$ cat src/verilog/led_pkg.sv
// shared constants for the status led pattern driver
`default_nettype none
package led_pkg;
    // ************************************************************
    // timing
    // ************************************************************
    localparam int unsigned CLK_HZ = 50_000_000;
    localparam int unsigned BLINK_HZ_SLOW = 1;
    localparam int unsigned QUARTER_PER_SEC = 4;
    // a quarter second tick drives both blink rates
    localparam int unsigned QUARTER_CYCLES = CLK_HZ / QUARTER_PER_SEC;
    localparam int unsigned STARTUP_MIN_S = 3;
    localparam int unsigned STARTUP_MIN_QUARTERS = STARTUP_MIN_S * QUARTER_PER_SEC;
    // flicker period is 2^FLICKER_SHIFT cycles, about 48 Hz at 50 MHz
    localparam int unsigned FLICKER_SHIFT = 20;
    // ************************************************************
    // channel counts
    // ************************************************************
    localparam int unsigned NUM_DI = 16;
    localparam int unsigned NUM_DO = 12;
    localparam int unsigned SUPPLY_IN_BIT = 0;
    localparam int unsigned SUPPLY_OUT_BIT = 1;
    localparam int unsigned SUPPLY_EL_BIT = 2;
    localparam int unsigned NUM_SUPPLY = 3;
endpackage
`default_nettype wire

$ cat src/verilog/status_led_pattern_driver.sv
// front panel status bar and channel indicator driver
// Summary of operation
// RULE1: after power-on, yellow blinks at 1 Hz for the initial state.
// RULE2: start-up blinks green at 2 Hz for at least three seconds.
// RULE3: stopped state holds yellow steadily lit.
// RULE4: error state holds red steadily lit.
// RULE5: running without error: green steady, red dark.
// RULE6: running with error or warning: green steady, red blinks 1 Hz.
// RULE7: holding point reached: red steady, green blinks 1 Hz.
// RULE8: start-up diagnostics: red blinks 1 Hz, green blinks 2 Hz.
// RULE9: card write on system error: red and yellow steady meanwhile; the code does not show it in the latched end state.
// RULE10: hardware configuration load blinks yellow at 2 Hz.
// RULE11: blink test blinks green at 1 Hz.
// RULE12: card access flickers green when running, yellow when stopped.
// RULE13: memory reset: 1 Hz requested, 2 Hz executing, steady done.
// RULE14: factory reset: yellow 2 Hz, then red and yellow 1 Hz.
// RULE15: new firmware present: red and yellow alternate at 1 Hz.
// RULE16: firmware update: yellow 2 Hz, flicker on access, then both 1 Hz.
// RULE17: failed firmware update blinks only red at 1 Hz.
// RULE18: sixteen input indicators follow the input levels.
// RULE19: twelve output indicators follow the output levels.
// RULE20: three supply indicators lit while each supply is present.
// RULE21: output fault indicator lit while an output fault exists.
// RULE22: one shared 50 percent divider makes 1 Hz, 2 Hz and flicker.
`default_nettype none
module status_led_pattern_driver
    import led_pkg::*;
#(
    parameter int unsigned QUARTER_LEN = QUARTER_CYCLES,
    parameter int unsigned STARTUP_QUARTERS = STARTUP_MIN_QUARTERS
) (
    // clock and reset
    input wire logic clk,
    input wire logic nrst,
    // cpu operating state, same clock domain
    input wire logic cpu_startup,
    input wire logic cpu_run,
    input wire logic cpu_stop,
    input wire logic cpu_error,
    input wire logic cpu_warning,
    input wire logic hold_point,
    input wire logic startup_diag,
    input wire logic sys_error_card_write,
    input wire logic hw_config_load,
    input wire logic blink_test,
    input wire logic card_access,
    // overall memory reset
    input wire logic mem_reset_request,
    input wire logic mem_reset_exec,
    input wire logic mem_reset_done,
    // factory reset
    input wire logic factory_reset_exec,
    input wire logic factory_reset_done,
    // firmware update
    input wire logic fw_available,
    input wire logic fw_update_exec,
    input wire logic fw_update_done,
    input wire logic fw_update_fail,
    // field levels, asynchronous to clk
    input wire logic [NUM_DI-1:0] di_level,
    input wire logic [NUM_DO-1:0] do_level,
    input wire logic input_supply_good,
    input wire logic output_supply_good,
    input wire logic electronics_supply_good,
    input wire logic output_fault,
    // status bar
    output logic led_green,
    output logic led_yellow,
    output logic led_red,
    // channel indicators
    output logic [NUM_DI-1:0] led_di,
    output logic [NUM_DO-1:0] led_do,
    output logic [NUM_SUPPLY-1:0] led_supply,
    output logic output_fault_indicator,
    // status
    output logic startup_hold_active
);
    // ************************************************************
    // pattern selection
    // ************************************************************
    typedef enum logic [6:0] {
        ST_POWERON = 7'b000_0001,
        ST_STARTUP = 7'b000_0010,
        ST_OPER = 7'b000_0100,
        ST_MRESET = 7'b000_1000,
        ST_FACTORY = 7'b001_0000,
        ST_FWUPD = 7'b010_0000,
        ST_LATCHED = 7'b100_0000
    } mode_t;

    mode_t mode_reg;
    logic quarter_tick;
    logic p2;
    logic p1;
    logic pf;
    logic [7:0] startup_cnt_reg;
    logic startup_min_met;
    logic latch_fail_reg;
    logic g_next;
    logic y_next;
    logic r_next;

    blink_timebase #(
        .QUARTER_LEN(QUARTER_LEN)
    ) u_timebase (
        .clk(clk),
        .nrst(nrst),
        .quarter_tick(quarter_tick),
        .phase_2hz(p2),
        .phase_1hz(p1),
        .phase_flicker(pf)
    );

    // ************************************************************
    // field input synchronisers
    // ************************************************************
    localparam int unsigned FIELD_W = NUM_DI + NUM_DO + NUM_SUPPLY + 1;
    logic [FIELD_W-1:0] field_meta_reg;
    logic [FIELD_W-1:0] field_sync_reg;

    // two flops, field pins are not on clk
    always_ff @(posedge clk) begin
        if (!nrst) begin
            field_meta_reg <= '0;
            field_sync_reg <= '0;
        end else begin
            field_meta_reg <= {output_fault, electronics_supply_good, output_supply_good,
                               input_supply_good, do_level, di_level};
            field_sync_reg <= field_meta_reg;
        end
    end

    // indicators follow synced levels directly
    always_ff @(posedge clk) begin
        if (!nrst) begin
            led_di <= '0;
            led_do <= '0;
            led_supply <= '0;
            output_fault_indicator <= 1'b0;
        end else begin
            led_di <= field_sync_reg[NUM_DI-1:0]; // see RULE18
            led_do <= field_sync_reg[NUM_DI +: NUM_DO]; // see RULE19
            led_supply[SUPPLY_IN_BIT] <= field_sync_reg[NUM_DI+NUM_DO]; // see RULE20
            led_supply[SUPPLY_OUT_BIT] <= field_sync_reg[NUM_DI+NUM_DO+1]; // see RULE20
            led_supply[SUPPLY_EL_BIT] <= field_sync_reg[NUM_DI+NUM_DO+2]; // see RULE20
            output_fault_indicator <= field_sync_reg[FIELD_W-1]; // see RULE21
        end
    end

    // ************************************************************
    // start-up minimum hold
    // ************************************************************
    // counts quarters inside start-up; start-up pattern stays until met
    always_ff @(posedge clk) begin
        if (!nrst) begin
            startup_cnt_reg <= 8'h00;
        end else if (mode_reg != ST_STARTUP) begin
            startup_cnt_reg <= 8'h00;
        end else if (quarter_tick && !startup_min_met) begin
            startup_cnt_reg <= startup_cnt_reg + 8'h01; // see RULE2
        end
    end
    assign startup_min_met = (startup_cnt_reg >= 8'(STARTUP_QUARTERS));

    // ************************************************************
    // mode sequencer
    // ************************************************************
    // end states of factory and firmware reset wait for power cycle
    always_ff @(posedge clk) begin
        if (!nrst) begin
            mode_reg <= ST_POWERON;
            latch_fail_reg <= 1'b0;
        end else begin
            unique case (mode_reg)
                ST_POWERON: begin
                    if (cpu_startup) begin
                        mode_reg <= ST_STARTUP;
                    end else if (cpu_run || cpu_stop || cpu_error) begin
                        mode_reg <= ST_OPER;
                    end
                end
                ST_STARTUP: begin
                    // leaving early is refused until three seconds passed
                    if (!cpu_startup && startup_min_met) begin
                        mode_reg <= ST_OPER; // see RULE2
                    end
                end
                ST_OPER, ST_MRESET, ST_FACTORY, ST_FWUPD: begin
                    if (factory_reset_done || fw_update_done || fw_update_fail) begin
                        mode_reg <= ST_LATCHED;
                        latch_fail_reg <= fw_update_fail && !fw_update_done;
                    end else if (factory_reset_exec) begin
                        mode_reg <= ST_FACTORY;
                    end else if (fw_update_exec) begin
                        mode_reg <= ST_FWUPD;
                    end else if (mem_reset_request || mem_reset_exec || mem_reset_done) begin
                        mode_reg <= ST_MRESET;
                    end else if (cpu_startup) begin
                        mode_reg <= ST_STARTUP;
                    end else begin
                        mode_reg <= ST_OPER;
                    end
                end
                ST_LATCHED: begin
                    mode_reg <= ST_LATCHED;
                end
                default: begin
                    mode_reg <= ST_POWERON;
                end
            endcase
        end
    end

    // ************************************************************
    // status bar pattern
    // ************************************************************
    // priority: card write on error first except in the latched end state, then special modes, then state
    always_comb begin
        g_next = 1'b0;
        y_next = 1'b0;
        r_next = 1'b0;
        if (sys_error_card_write && mode_reg != ST_LATCHED) begin
            r_next = 1'b1; // see RULE9
            y_next = 1'b1; // see RULE9
        end else begin
            unique case (mode_reg)
                ST_POWERON: y_next = p1; // see RULE1
                ST_STARTUP: begin
                    g_next = p2; // see RULE2
                    if (startup_diag) begin
                        r_next = p1; // see RULE8
                    end
                end
                ST_MRESET: begin
                    if (mem_reset_exec) begin
                        y_next = p2; // see RULE13
                    end else if (mem_reset_request) begin
                        y_next = p1; // see RULE13
                    end else begin
                        y_next = 1'b1; // see RULE13
                    end
                end
                ST_FACTORY: y_next = p2; // see RULE14
                ST_FWUPD: y_next = card_access ? pf : p2; // see RULE16
                ST_LATCHED: begin
                    // fail: red only; success of either reset: both together
                    r_next = p1; // see RULE14 RULE16 RULE17
                    y_next = latch_fail_reg ? 1'b0 : p1; // see RULE17
                end
                ST_OPER: begin
                    if (fw_available) begin
                        r_next = p1; // see RULE15
                        y_next = !p1; // see RULE15
                    end else if (hw_config_load) begin
                        y_next = p2; // see RULE10
                    end else if (blink_test) begin
                        g_next = p1; // see RULE11
                    end else if (startup_diag) begin
                        r_next = p1; // see RULE8
                        g_next = p2; // see RULE8
                    end else if (cpu_run) begin
                        // flicker only interrupts the steady green
                        g_next = card_access ? pf : 1'b1; // see RULE5 RULE12
                        r_next = (cpu_error || cpu_warning) ? p1 : 1'b0; // see RULE6
                    end else if (cpu_stop && hold_point) begin
                        r_next = 1'b1; // see RULE7
                        g_next = p1; // see RULE7
                    end else if (cpu_error) begin
                        r_next = 1'b1; // see RULE4
                    end else if (cpu_stop) begin
                        y_next = card_access ? pf : 1'b1; // see RULE3 RULE12
                    end
                end
                default: begin
                    y_next = 1'b0;
                end
            endcase
        end
    end

    // registered so every lamp output comes straight from a flop
    always_ff @(posedge clk) begin
        if (!nrst) begin
            led_green <= 1'b0;
            led_yellow <= 1'b0;
            led_red <= 1'b0;
            startup_hold_active <= 1'b0;
        end else begin
            led_green <= g_next;
            led_yellow <= y_next;
            led_red <= r_next;
            startup_hold_active <= (mode_reg == ST_STARTUP) && !startup_min_met;
        end
    end
endmodule // status_led_pattern_driver
`default_nettype wire

$ cat src/verilog/blink_timebase.sv
// shared blink divider: quarter tick, 2 Hz, 1 Hz and flicker phases
`default_nettype none
module blink_timebase
    import led_pkg::*;
#(
    parameter int unsigned QUARTER_LEN = QUARTER_CYCLES
) (
    // clock and reset
    input wire logic clk,
    input wire logic nrst,
    // phases
    output logic quarter_tick,
    output logic phase_2hz,
    output logic phase_1hz,
    output logic phase_flicker
);
    // ************************************************************
    // divider
    // ************************************************************
    logic [31:0] div_reg;
    logic [1:0] quarter_reg;
    logic [FLICKER_SHIFT-1:0] flick_reg;

    // one counter so both rates stay locked in phase
    always_ff @(posedge clk) begin
        if (!nrst) begin
            div_reg <= 32'h0000_0000;
            quarter_tick <= 1'b0;
        end else if (div_reg == QUARTER_LEN - 1) begin
            div_reg <= 32'h0000_0000;
            quarter_tick <= 1'b1;
        end else begin
            div_reg <= div_reg + 32'h0000_0001;
            quarter_tick <= 1'b0;
        end
    end

    // quarter count: bit0 is 2 Hz, bit1 is 1 Hz, both 50 percent duty
    always_ff @(posedge clk) begin
        if (!nrst) begin
            quarter_reg <= 2'h0;
        end else if (quarter_tick) begin
            quarter_reg <= quarter_reg + 2'h1; // see RULE22
        end
    end
    assign phase_2hz = quarter_reg[0];
    assign phase_1hz = quarter_reg[1];

    // flicker free-runs far faster than either blink rate
    always_ff @(posedge clk) begin
        if (!nrst) begin
            flick_reg <= '0;
        end else begin
            flick_reg <= flick_reg + 1'b1; // see RULE22
        end
    end
    assign phase_flicker = flick_reg[FLICKER_SHIFT-1];
endmodule // blink_timebase
`default_nettype wire

$ cat config.mk
export PLATFORM = sky130hd
export DESIGN_NAME = status_led_pattern_driver
export DESIGN_NICKNAME = d
export VERILOG_FILES = /design/src/verilog/led_pkg.sv /design/src/verilog/status_led_pattern_driver.sv /design/src/verilog/blink_timebase.sv
export SDC_FILE = /design/constraint.sdc
export NUM_CORES = 1
export LEC_CHECK = 0
export BUFFER_PORTS_ARGS = -buffer_cell sky130_fd_sc_hd__clkbuf_2
export CORE_MARGIN = 5
export CORE_UTILIZATION = 49
export DETAILED_ROUTE_END_ITERATION = 10
export PLACE_DENSITY_LB_ADDON = 0.15
export SLEW_MARGIN = 30
export SYNTH_ARGS = -nofsm -noshare
export SYNTH_HDL_FRONTEND = slang
export SYNTH_SLANG_ARGS = --single-unit
$ cat constraint.sdc
create_clock -name clk -period 2.9 [get_ports clk]
set_input_delay 0.29 -clock clk [delete_from_list [all_inputs] [get_ports clk]]
set_output_delay 0.29 -clock clk [all_outputs]
set_load 0.05 [all_outputs]
# Word-level counts from Yosys, hierarchy flattened
# Cells that the tools add are included.
# classes
addsub	4
n_mul	0
div	0
magnitude_cmp	1
n_eq_ne	12
n_shift	0
mux	43
n_bitwise	1
reduce_logical	23
# ops
cell	n
32-bit by 1-bit adder with 32-bit output (second input constant)	1
32-bit by 24-bit == test with 1-bit output (second input constant)	1
1-bit two-way mux	31
7-bit two-way mux	4
7-bit one-hot mux with 4 select lines	1
20-bit by 1-bit adder with 20-bit output (second input constant)	1
6-bit two-way mux	2
8-bit by 1-bit adder with 8-bit output (second input constant)	1
8-bit by 4-bit >= comparator with 1-bit output (second input constant)	1
7-bit by 1-bit == test with 1-bit output (second input constant)	1
7-bit by 2-bit == test with 1-bit output (second input constant)	1
7-bit by 3-bit == test with 1-bit output (second input constant)	1
7-bit by 4-bit == test with 1-bit output (second input constant)	1
7-bit by 5-bit == test with 1-bit output (second input constant)	1
7-bit by 6-bit == test with 1-bit output (second input constant)	1
7-bit == test (second input constant)	1
1-bit logical OR	7
7-bit by 2-bit inequality test with 1-bit output (second input constant)	1
7-bit inequality test (second input constant)	1
1-bit logical AND	6
1-bit one-hot mux with 6 select lines	1
2-bit OR reduction	3
1-bit zero test	4
4-bit two-way mux	1
other kinds (9)	10
# totals
regBits	171
latchBits	0
ramBits	0
romBits	0
input_bits	54
n_memories	0

# Depth between registers and ports, before layout
# Gate-level depths: netlist (run 1).
# depth
depth_word	11
mapped_depth	8

# By module
# Synthesis (run 1) repeated with hierarchy kept, for this count alone.
# unflattened
hier_cells	632
hier_area_um2	6252.2
# modules_own_cells
mod	n_inst	cells_each	area_per_inst_um2	seq_area_each_um2
status_led_pattern_driver	1	337	3683.5	2322.2
blink_timebase	1	295	2568.7	1101.1

# Worst setup path after synthesis (run 1)
# No wires, ideal clock.
# synth_timing
path_kind	register to register
from	register u_timebase.div_reg[0]
to	register u_timebase.div_reg[22]
arrival_ns	1.697
required_time_ns	2.827
setup_slack_ns	1.131
stages_incl_launch_ff	8
period_less_slack_ns	1.769
cell_sequence	dfxtp_1 > ha_1 > and4_1 > buf_4 > nand2_2 > or3_1 > or3_1 > a21oi_1
# synth_via
elab_chain_len	2
word_cells_on_any_way	3
cone_classes	add/sub: 1; eq/ne: 1; reduce/logical: 1
# synth_rtl
element	line_no	source
start: declaration	blink_timebase.sv:20	logic [31:0] div_reg;
start signal: assignment	blink_timebase.sv:33	div_reg <= div_reg + 32'h0000_0001;
branches (longest 2 deep; another with 32-bit by 1-bit adder with 32-bit output)	-	
# Parallel ways; which one is timed is not known.
# A chain may end at the register's enable or synchronous reset.

# Worst setup path in the final report (run 1)
# Same ends and word-level chain as after synthesis.

==> flow_summary.yaml, run 1 <==
run_status:
  status: "finished, final reports clean"
placement:
  dp_cells: 853
  port_buffers: 89
  dpl.hpwl_mm: 7.86
  gp_congestion: 0.815
cts:
  clock-root-buffer: "clkbuf_16"
  cts_buffer_depth: 2
  clk_pin_slew_ns: 0.06
  cts_setup_buffers: 0
  tritoncts: "yes"
  clock_latency_ns: 0.41
  cts_resized: 0
  holdBufCountCts: 0
  cts_buffers: 17
  cts_sinks: 171
  htreeDepth: 4
synthesis:
  ys_ff_latch: 171
  ys.flop_type: "dfxtp_1"
  yosys_warnings: 0
  synthTopCellsByCount: "171 x dfxtp_1, 102 x and2_1, 64 x nor2_1"
  synth_edf_count: 0
  synth-seq-area-share_pct: 56.0
  synth_top_area_share_pct: 56.0
  avgSynthCellArea_um2: 10.0
  synthTopCellsByArea: "dfxtp_1 56%, and2_1 10%, nor2_1 3.9%"
  synth_cell_types: 55
  syn_area_um2: 6110
  synth_fp_nets: 669
  synthArstFlopShare_pct: 0
  yosysMostFrequentCell: "dfxtp_1"
  synth.largest_area_cell: "dfxtp_1"
  syn_inst: 611
worst_setup_path:
  crit_start: "u_timebase.div_reg[0]"
  path_cells: "ha_1, and4_1, nand2_2, or3_1, or3_1, a21oi_1"
  crit_path_end_kind: "register"
  slowest_stage: "or3_1"
  startpoint_type: "register"
  r2r_end: "u_timebase.div_reg[22]"
  worstPathArrival_ns: 2.30
  crit_type: "reg2reg"
  rrSetupSlack_ns: 0.95
  r2r_cells: 6
  slowest_delay_ns: 0.41
  critPathRequiredTime_ns: 3.24
  worst-path-buf-inv: 0
  crit_family: "simple AND/OR/NAND/NOR gates"
  critPathMostFrequentCell: "or3_1"
  worstPathMaxFanout: 7
  reg2reg_from: "u_timebase.div_reg[0]"
job:
  maxCapViolCount: 0
min_path:
  hp-class: "in2reg"
  hold_end: "field_meta_reg[24]"
  hold_start: "do_level[8]"
  whs_path_depth: 2
finish:
  layout.cells.non_filler: 884
  area_growth_pct: 19.8
  diodes: 0
  nNetsFinal: 762
  final_core_util_pct: 60.4
  final_layout_size_suffix_gt1_share_pct: 19.4
sta:
  worstMarginPinSlew_ns: 0.490
  maxSlewViolCount: 0
  clock.fmax_mhz: 512
  layout_min_cycle_time_ns: 1.95
  tns_ns: 0
  final.setup_skew_ns: 0.00847
  finalSetupViolations: 0
  hold_viol: 0
  finalCritPeriodShare_pct: 67.4
  relSlewSlack_pct: 66.8
  rsz0062_at_grt: "false"
  fin_hold_ws_ns: 0.0756
die:
  die_width_um: 122
  dieArea_um2: 14800
  initial_core_util_pct: 50.5
  num_rows: 40
  die_y_um: 122
  num_io_pins: 90
  core_um2: 12100
power:
  ir_worst_vdd_v: 0.000431
  swShare_pct: 21.8
  p_int_uw: 3940
  p_sw_uw: 1100
  leakage_uw: 0.00299
  p_comb_share_pct: 6.2
  p_seq_share_pct: 48.8
  power_frac_clock_pct: 45.0
  power.density_nw_per_um2: 688
global_route:
  grt_max_degree: 53
  antenna_found_initial: 0
  grt_pass1_wl_mm: 19.4
  grt-ovfl-total: 0
  grt_pass1_vias: 4204
  grt_usage_pct: 16.2
drt:
  drc: 0
  detail_route.vias_per_cell: 4.84
  vias: 4278
  totalWireLength_mm: 11.4
  wl_per_cell_um: 12.9
  antenna_left: 0
  dr.pass1.iters: 4
  drt_iter0_markers: 225
-- power groups by stage --
stage                     clock network, uW  logic [uW]  registers [uW]
after floorplan                           0         168            2550
after global placement                    0         305            2510
after detailed placement                  0         311            2510
after CTS                              2330         314            2460
after global routing                   2440         348            2470
final                                  2270         310            2460
-- worst register-to-register path, cell delays in order, from the launching register on --
cell     delay [ns]
dfxtp_1        0.35
ha_1           0.20
and4_1         0.33
nand2_2        0.15
or3_1          0.41
or3_1          0.32
a21oi_1        0.14
-- through the flow --
stage / setup slack (ns) / power (uW) / instance area [um^2]
4_1_cts: 0.921 / 5100 / 7320
5_1_grt: 0.765 / 5250 / 7320
6_report: 0.946 / 5040 / 7320
3_5_place_dp: 0.936 / 2820 / 6720
2_1_floorplan: 1.13 / 2720 / 6110
3_3_place_gp: 0.981 / 2810 / 6720
-- placed cells by master, fill, tap and decap left out, drive strengths merged, types with 2 or more instances in the layout --
| cell | n |
|---|---|
| and2 | 105 |
| inv | 8 |
| nor2 | 65 |
| a21o | 3 |
| xor2 | 27 |
| bufinv | 3 |
| clkinvlp | 2 |
| o21a | 2 |
| nor3b | 3 |
| or4 | 3 |
| nand4 | 14 |
| and4 | 9 |
| nand2 | 30 |
| xnor2 | 21 |
| a21oi | 14 |
| a22oi | 2 |
| nor3 | 11 |
| nand3b | 4 |
| clkinv | 5 |
| a221oi | 2 |
| buf | 5 |
| nor2b | 3 |
| nor4 | 13 |
| o21ai | 11 |
| clkbuf | 109 |
| and3 | 14 |
| nand3 | 20 |
| a211oi | 2 |
| ha | 4 |
| a31oi | 3 |
| nand2b | 6 |
| nor4b | 3 |
| dfxtp | 171 |
| or3 | 9 |
-- cell families (layout without fill, tap and decap cells) --
family,Yosys count,after routing,synth area share (%)
buffers and inverters,27,132,1.78
adders and majority gates,4,4,0.819
xor gates and xnor gates,48,48,6.88
DFF,171,171,56.0
AOI/OAI and AO/OA,44,44,4.75
muxes,2,2,0.348
and+or+nand+nor,315,315,29.4
-- per-layer routing --
layer  vias to the layer above  wire length (um)  GRT usage, %
li1                       2241                 -             -
met1                      1950              5370          20.9
met2                        76              5350          25.8
met3                        11               519          5.20
met4                         0               123          5.67
met5                         -                 0             0
-- worst max path at each step --
stage | endpoint | slack (ns) | cells past startpoint
floorplan | u_timebase.div_reg[22] | 1.13 | 7
detailed placement | u_timebase.div_reg[30] | 0.94 | 7
global placement | u_timebase.div_reg[22] | 0.98 | 6
global route | u_timebase.div_reg[30] | 0.76 | 7
finish | u_timebase.div_reg[22] | 0.95 | 6
CTS | u_timebase.div_reg[22] | 0.92 | 6
-- final cells by class --
cell class / instances / area (um^2)
Clock buffer: 20 / 457
Clock inverter: 11 / 143
Fill cell: 1052 / 4790
Inverter: 7 / 26.3
Multi-Input combinational cell: 413 / 2580
Sequential cell: 171 / 3420
Tap cell: 168 / 210
Timing Repair Buffer: 94 / 483
Power figures use the tool's default switching activity.
==> run 2: changes to the inputs <==
==> constraint.sdc (replaced) <==
create_clock -name clk -period 1.7 [get_ports clk]
set_input_delay 0.17 -clock clk [delete_from_list [all_inputs] [get_ports clk]]
set_output_delay 0.17 -clock clk [all_outputs]
set_load 0.05 [all_outputs]
==> flow_summary.yaml, run 2 (synthesis results as in run 1) <==
finish:
  final_cell_mix: "164 x dfxtp_1, 102 x and2_1, 89 x clkbuf_2"
  diodes: 0
  final_layout_size_suffix_gt1_share_pct: 26.8
  area_growth_pct: 33.5
  final_common_cell: "dfxtp_1"
  layout.cells.non_filler: 969
  nNetsFinal: 846
worst_setup_path:
  path_cells: "buf_6, and3_4, nand4_4, or3_4, or3_4, a21oi_2"
  slowest_stage: "or3_4"
  startpoint_type: "register"
  crit_path_end_kind: "register"
  slowest_delay_ns: 0.42
  worst-path-buf-inv: 1
  crit_type: "reg2reg"
  r2r_cells: 6
  crit_cells: 6
  worstPathMaxFanout: 4
  critPathMostFrequentCell: "or3_4"
  crit_family: "simple AND/OR/NAND/NOR gates"
  worstPathArrival_ns: 2.05
  critPathRequiredTime_ns: 2.06
sta:
  worstMarginPinSlew_ns: 0.502
  worst_slack_ns: 0.00847
  layout_min_cycle_time_ns: 1.69
  rsz0062_at_grt: "true"
  hold_viol: 0
  final.setup_skew_ns: 0.00605
  finalCritPeriodShare_pct: 99.5
  tns_ns: 0
  clock.fmax_mhz: 591
  fin_hold_ws_ns: 0.0130
  finalSetupViolations: 0
  relSlewSlack_pct: 66.3
  maxSlewViolCount: 0
placement:
  gp_congestion: 0.849
  dpl.hpwl_mm: 8.25
  place_ws_ns: -0.0811
  port_buffers: 89
  dp_cells: 899
min_path:
  hp-class: "in2reg"
  whs_path_depth: 2
drt:
  drt_iter0_markers: 211
  dr.pass1.iters: 4
  detail_route.vias_per_cell: 4.85
  antenna_left: 0
  totalWireLength_mm: 12.4
  drc: 0
  vias: 4702
  wl_per_cell_um: 12.8
cts:
  htreeDepth: 4
  cts_buffers: 17
  tritoncts: "yes"
  clk_pin_slew_ns: 0.06
  cts_sinks: 171
  cts_buffer_depth: 2
  clock_latency_ns: 0.42
  clock-root-buffer: "clkbuf_16"
die:
  dieArea_um2: 14800
  core_um2: 12100
  die_y_um: 122
  initial_core_util_pct: 50.5
  num_io_pins: 90
  die_width_um: 122
  num_rows: 40
global_route:
  grt_pass1_vias: 4616
  antenna_found_initial: 0
  grt_pass1_wl_mm: 20.6
  grt-ovfl-total: 0
  grt_usage_pct: 17.2
  grt_max_degree: 97
power:
  power.density_nw_per_um2: 1040
  ir_worst_vdd_v: 0.000592
  leakage_uw: 0.00340
run_status:
  status: "finished, final reports clean"
job:
  maxCapViolCount: 0
[run 2: timing repair]
item                                   in CTS  in global routing
buffers inserted                            1                  3
hold buffers                               34                  0
pin swaps                                   3                  9
setup endpoints to repair                  37                 51
endpoints found under the hold margin      34                  0
resized for setup                           9                 23
gates cloned                                0                  0
[run 2: path summary, 6_finish.rpt]
kind                                from                     end  slack [ns]
setup / recovery  u_timebase.div_reg[16]  u_timebase.div_reg[29]       0.008
hold reg to reg        field_sync_reg[9]               led_di[9]        0.43
setup reg to reg  u_timebase.div_reg[16]  u_timebase.div_reg[29]       0.008
hold / removal        factory_reset_exec             mode_reg[4]        0.01
[run 2: cell type report]
cell class / instances / area [um^2]
Inverter: 7 / 26.3
Clock inverter: 11 / 109
Multi-Input combinational cell: 413 / 2700
Timing Repair Buffer: 178 / 1230
Sequential cell: 171 / 3430
Fill cell: 954 / 3960
Clock buffer: 21 / 450
Tap cell: 168 / 210
[run 2: worst reg2reg max path, stage by stage, from the launching register on]
cell and delay, ns:
dfxtp_2 0.34, buf_6 0.10, and3_4 0.20, nand4_4 0.11, or3_4 0.42, or3_4 0.34
a21oi_2 0.12
[run 2: power by group]
group          internal [uW]  switching (uW)
Sequential              4130            52.7
Combinational            316             354
Clock                   2070            1550
Total                   6520            1960
[run 2: per-layer routing]
metal | GRT usage [%] | vias up | wire [um]
met5 | 0 | - | 0
met4 | 7.21 | 0 | 231
met3 | 4.50 | 23 | 506
met2 | 28.8 | 93 | 6220
met1 | 21.0 | 2178 | 5460
li1 | - | 2408 | -
[run 2: stage by stage]
stage	power [uW]	cell area (um^2)	utilization (%)
2_1_floorplan	4650	6130	-
3_3_place_gp	4840	7100	58.6
3_5_place_dp	4860	7100	58.6
4_1_cts	8560	8050	66.4
5_1_grt	8850	8160	67.3
6_report	8480	8160	67.3
==> run 3: changes to the inputs <==
--- a/config.mk
+++ b/config.mk
@@ -6,8 +6,10 @@
 export NUM_CORES = 1
 export LEC_CHECK = 0
 export BUFFER_PORTS_ARGS = -buffer_cell sky130_fd_sc_hd__clkbuf_2
+export CELL_PAD_IN_SITES_DETAIL_PLACEMENT = 1
+export CELL_PAD_IN_SITES_GLOBAL_PLACEMENT = 1
 export CORE_MARGIN = 5
-export CORE_UTILIZATION = 49
+export CORE_UTILIZATION = 39
 export DETAILED_ROUTE_END_ITERATION = 10
 export PLACE_DENSITY_LB_ADDON = 0.15
 export SLEW_MARGIN = 30
==> flow_summary.yaml, run 3 (synthesis results as in run 1) <==
drt:
  wl_per_cell_um: 15.7
  totalWireLength_mm: 16.1
  dr.pass1.iters: 4
  drc: 0
  drt_iter0_markers: 151
  vias: 4902
  antenna_left: 0
  detail_route.vias_per_cell: 4.78
sta:
  clock.fmax_mhz: 580
  worst_slack_ns: -0.0247
  rsz0062_at_grt: "true"
  maxSlewViolCount: 0
  hold_viol: 0
  finalCritPeriodShare_pct: 101
  relSlewSlack_pct: 71.9
  final.setup_skew_ns: 0.00802
  worstMarginPinSlew_ns: 0.421
  layout_min_cycle_time_ns: 1.72
  finalSetupViolations: 3
worst_setup_path:
  r2r_cells: 5
  crit_cells: 5
  crit_path_end_kind: "register"
  path_cells: "or4_4, or2_4, a21o_1, a31oi_1, o21ai_1"
  crit_path_end: "mode_reg[0]"
  worstPathMaxFanout: 5
  worstPathArrival_ns: 2.02
  reg2reg_from: "mode_reg[3]"
  critPathRequiredTime_ns: 2.00
  crit_type: "reg2reg"
  crit_start: "mode_reg[3]"
  startpoint_type: "register"
  slowest_delay_ns: 0.53
  slowest_stage: "or4_4"
  r2r_end: "mode_reg[0]"
  crit_family: "simple AND/OR/NAND/NOR gates"
  worst-path-buf-inv: 0
  rrSetupSlack_ns: -0.02
finish:
  multi_input_area_um2: 2790
  final_common_cell: "dfxtp_1"
  layout.cells.non_filler: 1026
  design_area_um2: 8450
  fill_cells: 1696
  final_layout_size_suffix_gt1_share_pct: 30.7
  final_cell_mix: "158 x dfxtp_1, 103 x and2_1, 89 x clkbuf_2"
  nNetsFinal: 860
  area_growth_pct: 38.3
  register_area_um2: 3440
  diodes: 0
die:
  die_y_um: 135
  die_width_um: 135
  initial_core_util_pct: 40.0
  core_um2: 15300
  num_io_pins: 90
  dieArea_um2: 18300
  num_rows: 45
global_route:
  grt_pass1_vias: 5309
  grt_pass1_wl_mm: 26.6
  grt_max_degree: 80
  antenna_found_initial: 0
  grt_usage_pct: 18.2
  grt-ovfl-total: 0
placement:
  dpl.hpwl_mm: 10.5
  dp_cells: 952
  dpl_cell_area_um2: 7240
  port_buffers: 89
  place_ws_ns: -0.160
  gp_congestion: 0.812
min_path:
  hp-class: "in2reg"
power:
  leakage_uw: 0.00352
  power.density_nw_per_um2: 1040
  ir_worst_vdd_v: 0.000664
cts:
  tritoncts: "yes"
  clk_pin_slew_ns: 0.07
  cts_buffer_depth: 2
  htreeDepth: 4
  cts_sinks: 171
  cts_buffers: 17
  clock_latency_ns: 0.42
  clock-root-buffer: "clkbuf_16"
run_status:
  violations: "negative setup slack"
  status: "finished with violations"
job:
  maxCapViolCount: 0
==> run 3: changes by cell type in the layout (fill, tap and decap cells not counted), sizes merged <==
cell      change
clkbuf        -3
buf          +14
inv           +3
clkinvlp      -1
clkinv        +1
==> run 3: repair_timing <==
item                                   CTS  global route
setup endpoints to repair               46            52
endpoints found under the hold margin   34             0
hold buffers                            34             0
buffers inserted                         5             3
pin swaps                               10            13
resized for setup                       21            33
==> run 3: layout make-up <==
class	instances	area share, %
multi-input combinational	413	33.1
timing repair buffer	192	15.9
clock inverter	14	1.75
sequential	171	40.7
clock buffer	18	5.20
tap	211	3.12
inverter	7	0.311
==> run 3: worst min-delay path by stage <==
stage                              start                end  slack (ns)  cells after the start
detailed placement           di_level[8]  field_meta_reg[8]        0.38                      2
CTS                 sys_error_card_write          led_green       0.009                      2
global route        sys_error_card_write          led_green      0.0006                      2
floorplan           sys_error_card_write          led_green        0.26                      1
finish                factory_reset_exec        mode_reg[4]        0.03                      2
global placement             di_level[8]  field_meta_reg[8]        0.38                      2
==> run 3: power by group <==
| part | internal (uW) | total, uW | switching [uW] |
|---|---|---|---|
| sequential | 4130 | 4190 | 56.4 |
| clock | 2110 | 3860 | 1740 |
| combinational | 347 | 748 | 402 |
| total | 6590 | 8790 | 2200 |
==> run 3: through the flow <==
step | hold slack, ns | total power, uW | utilization (%) | TNS [ns]
after global placement | 0.377 | 4880 | 47.5 | -0.371
final | 0.0325 | 8790 | 55.4 | -0.0463
after global routing | 0.000554 | 9160 | 55.4 | -2.12
after CTS | 0.00879 | 8850 | 54.4 | -0.0772
after floorplan | 0.263 | 4650 | - | 0
after detailed placement | 0.382 | 4910 | 47.5 | -3.93
==> run 3: per-layer routing <==
metal	global-route usage (%)	routed length [um]
met5	0	0
met2	31.6	8440
met1	22.2	6900
met4	5.54	254
met3	4.53	530
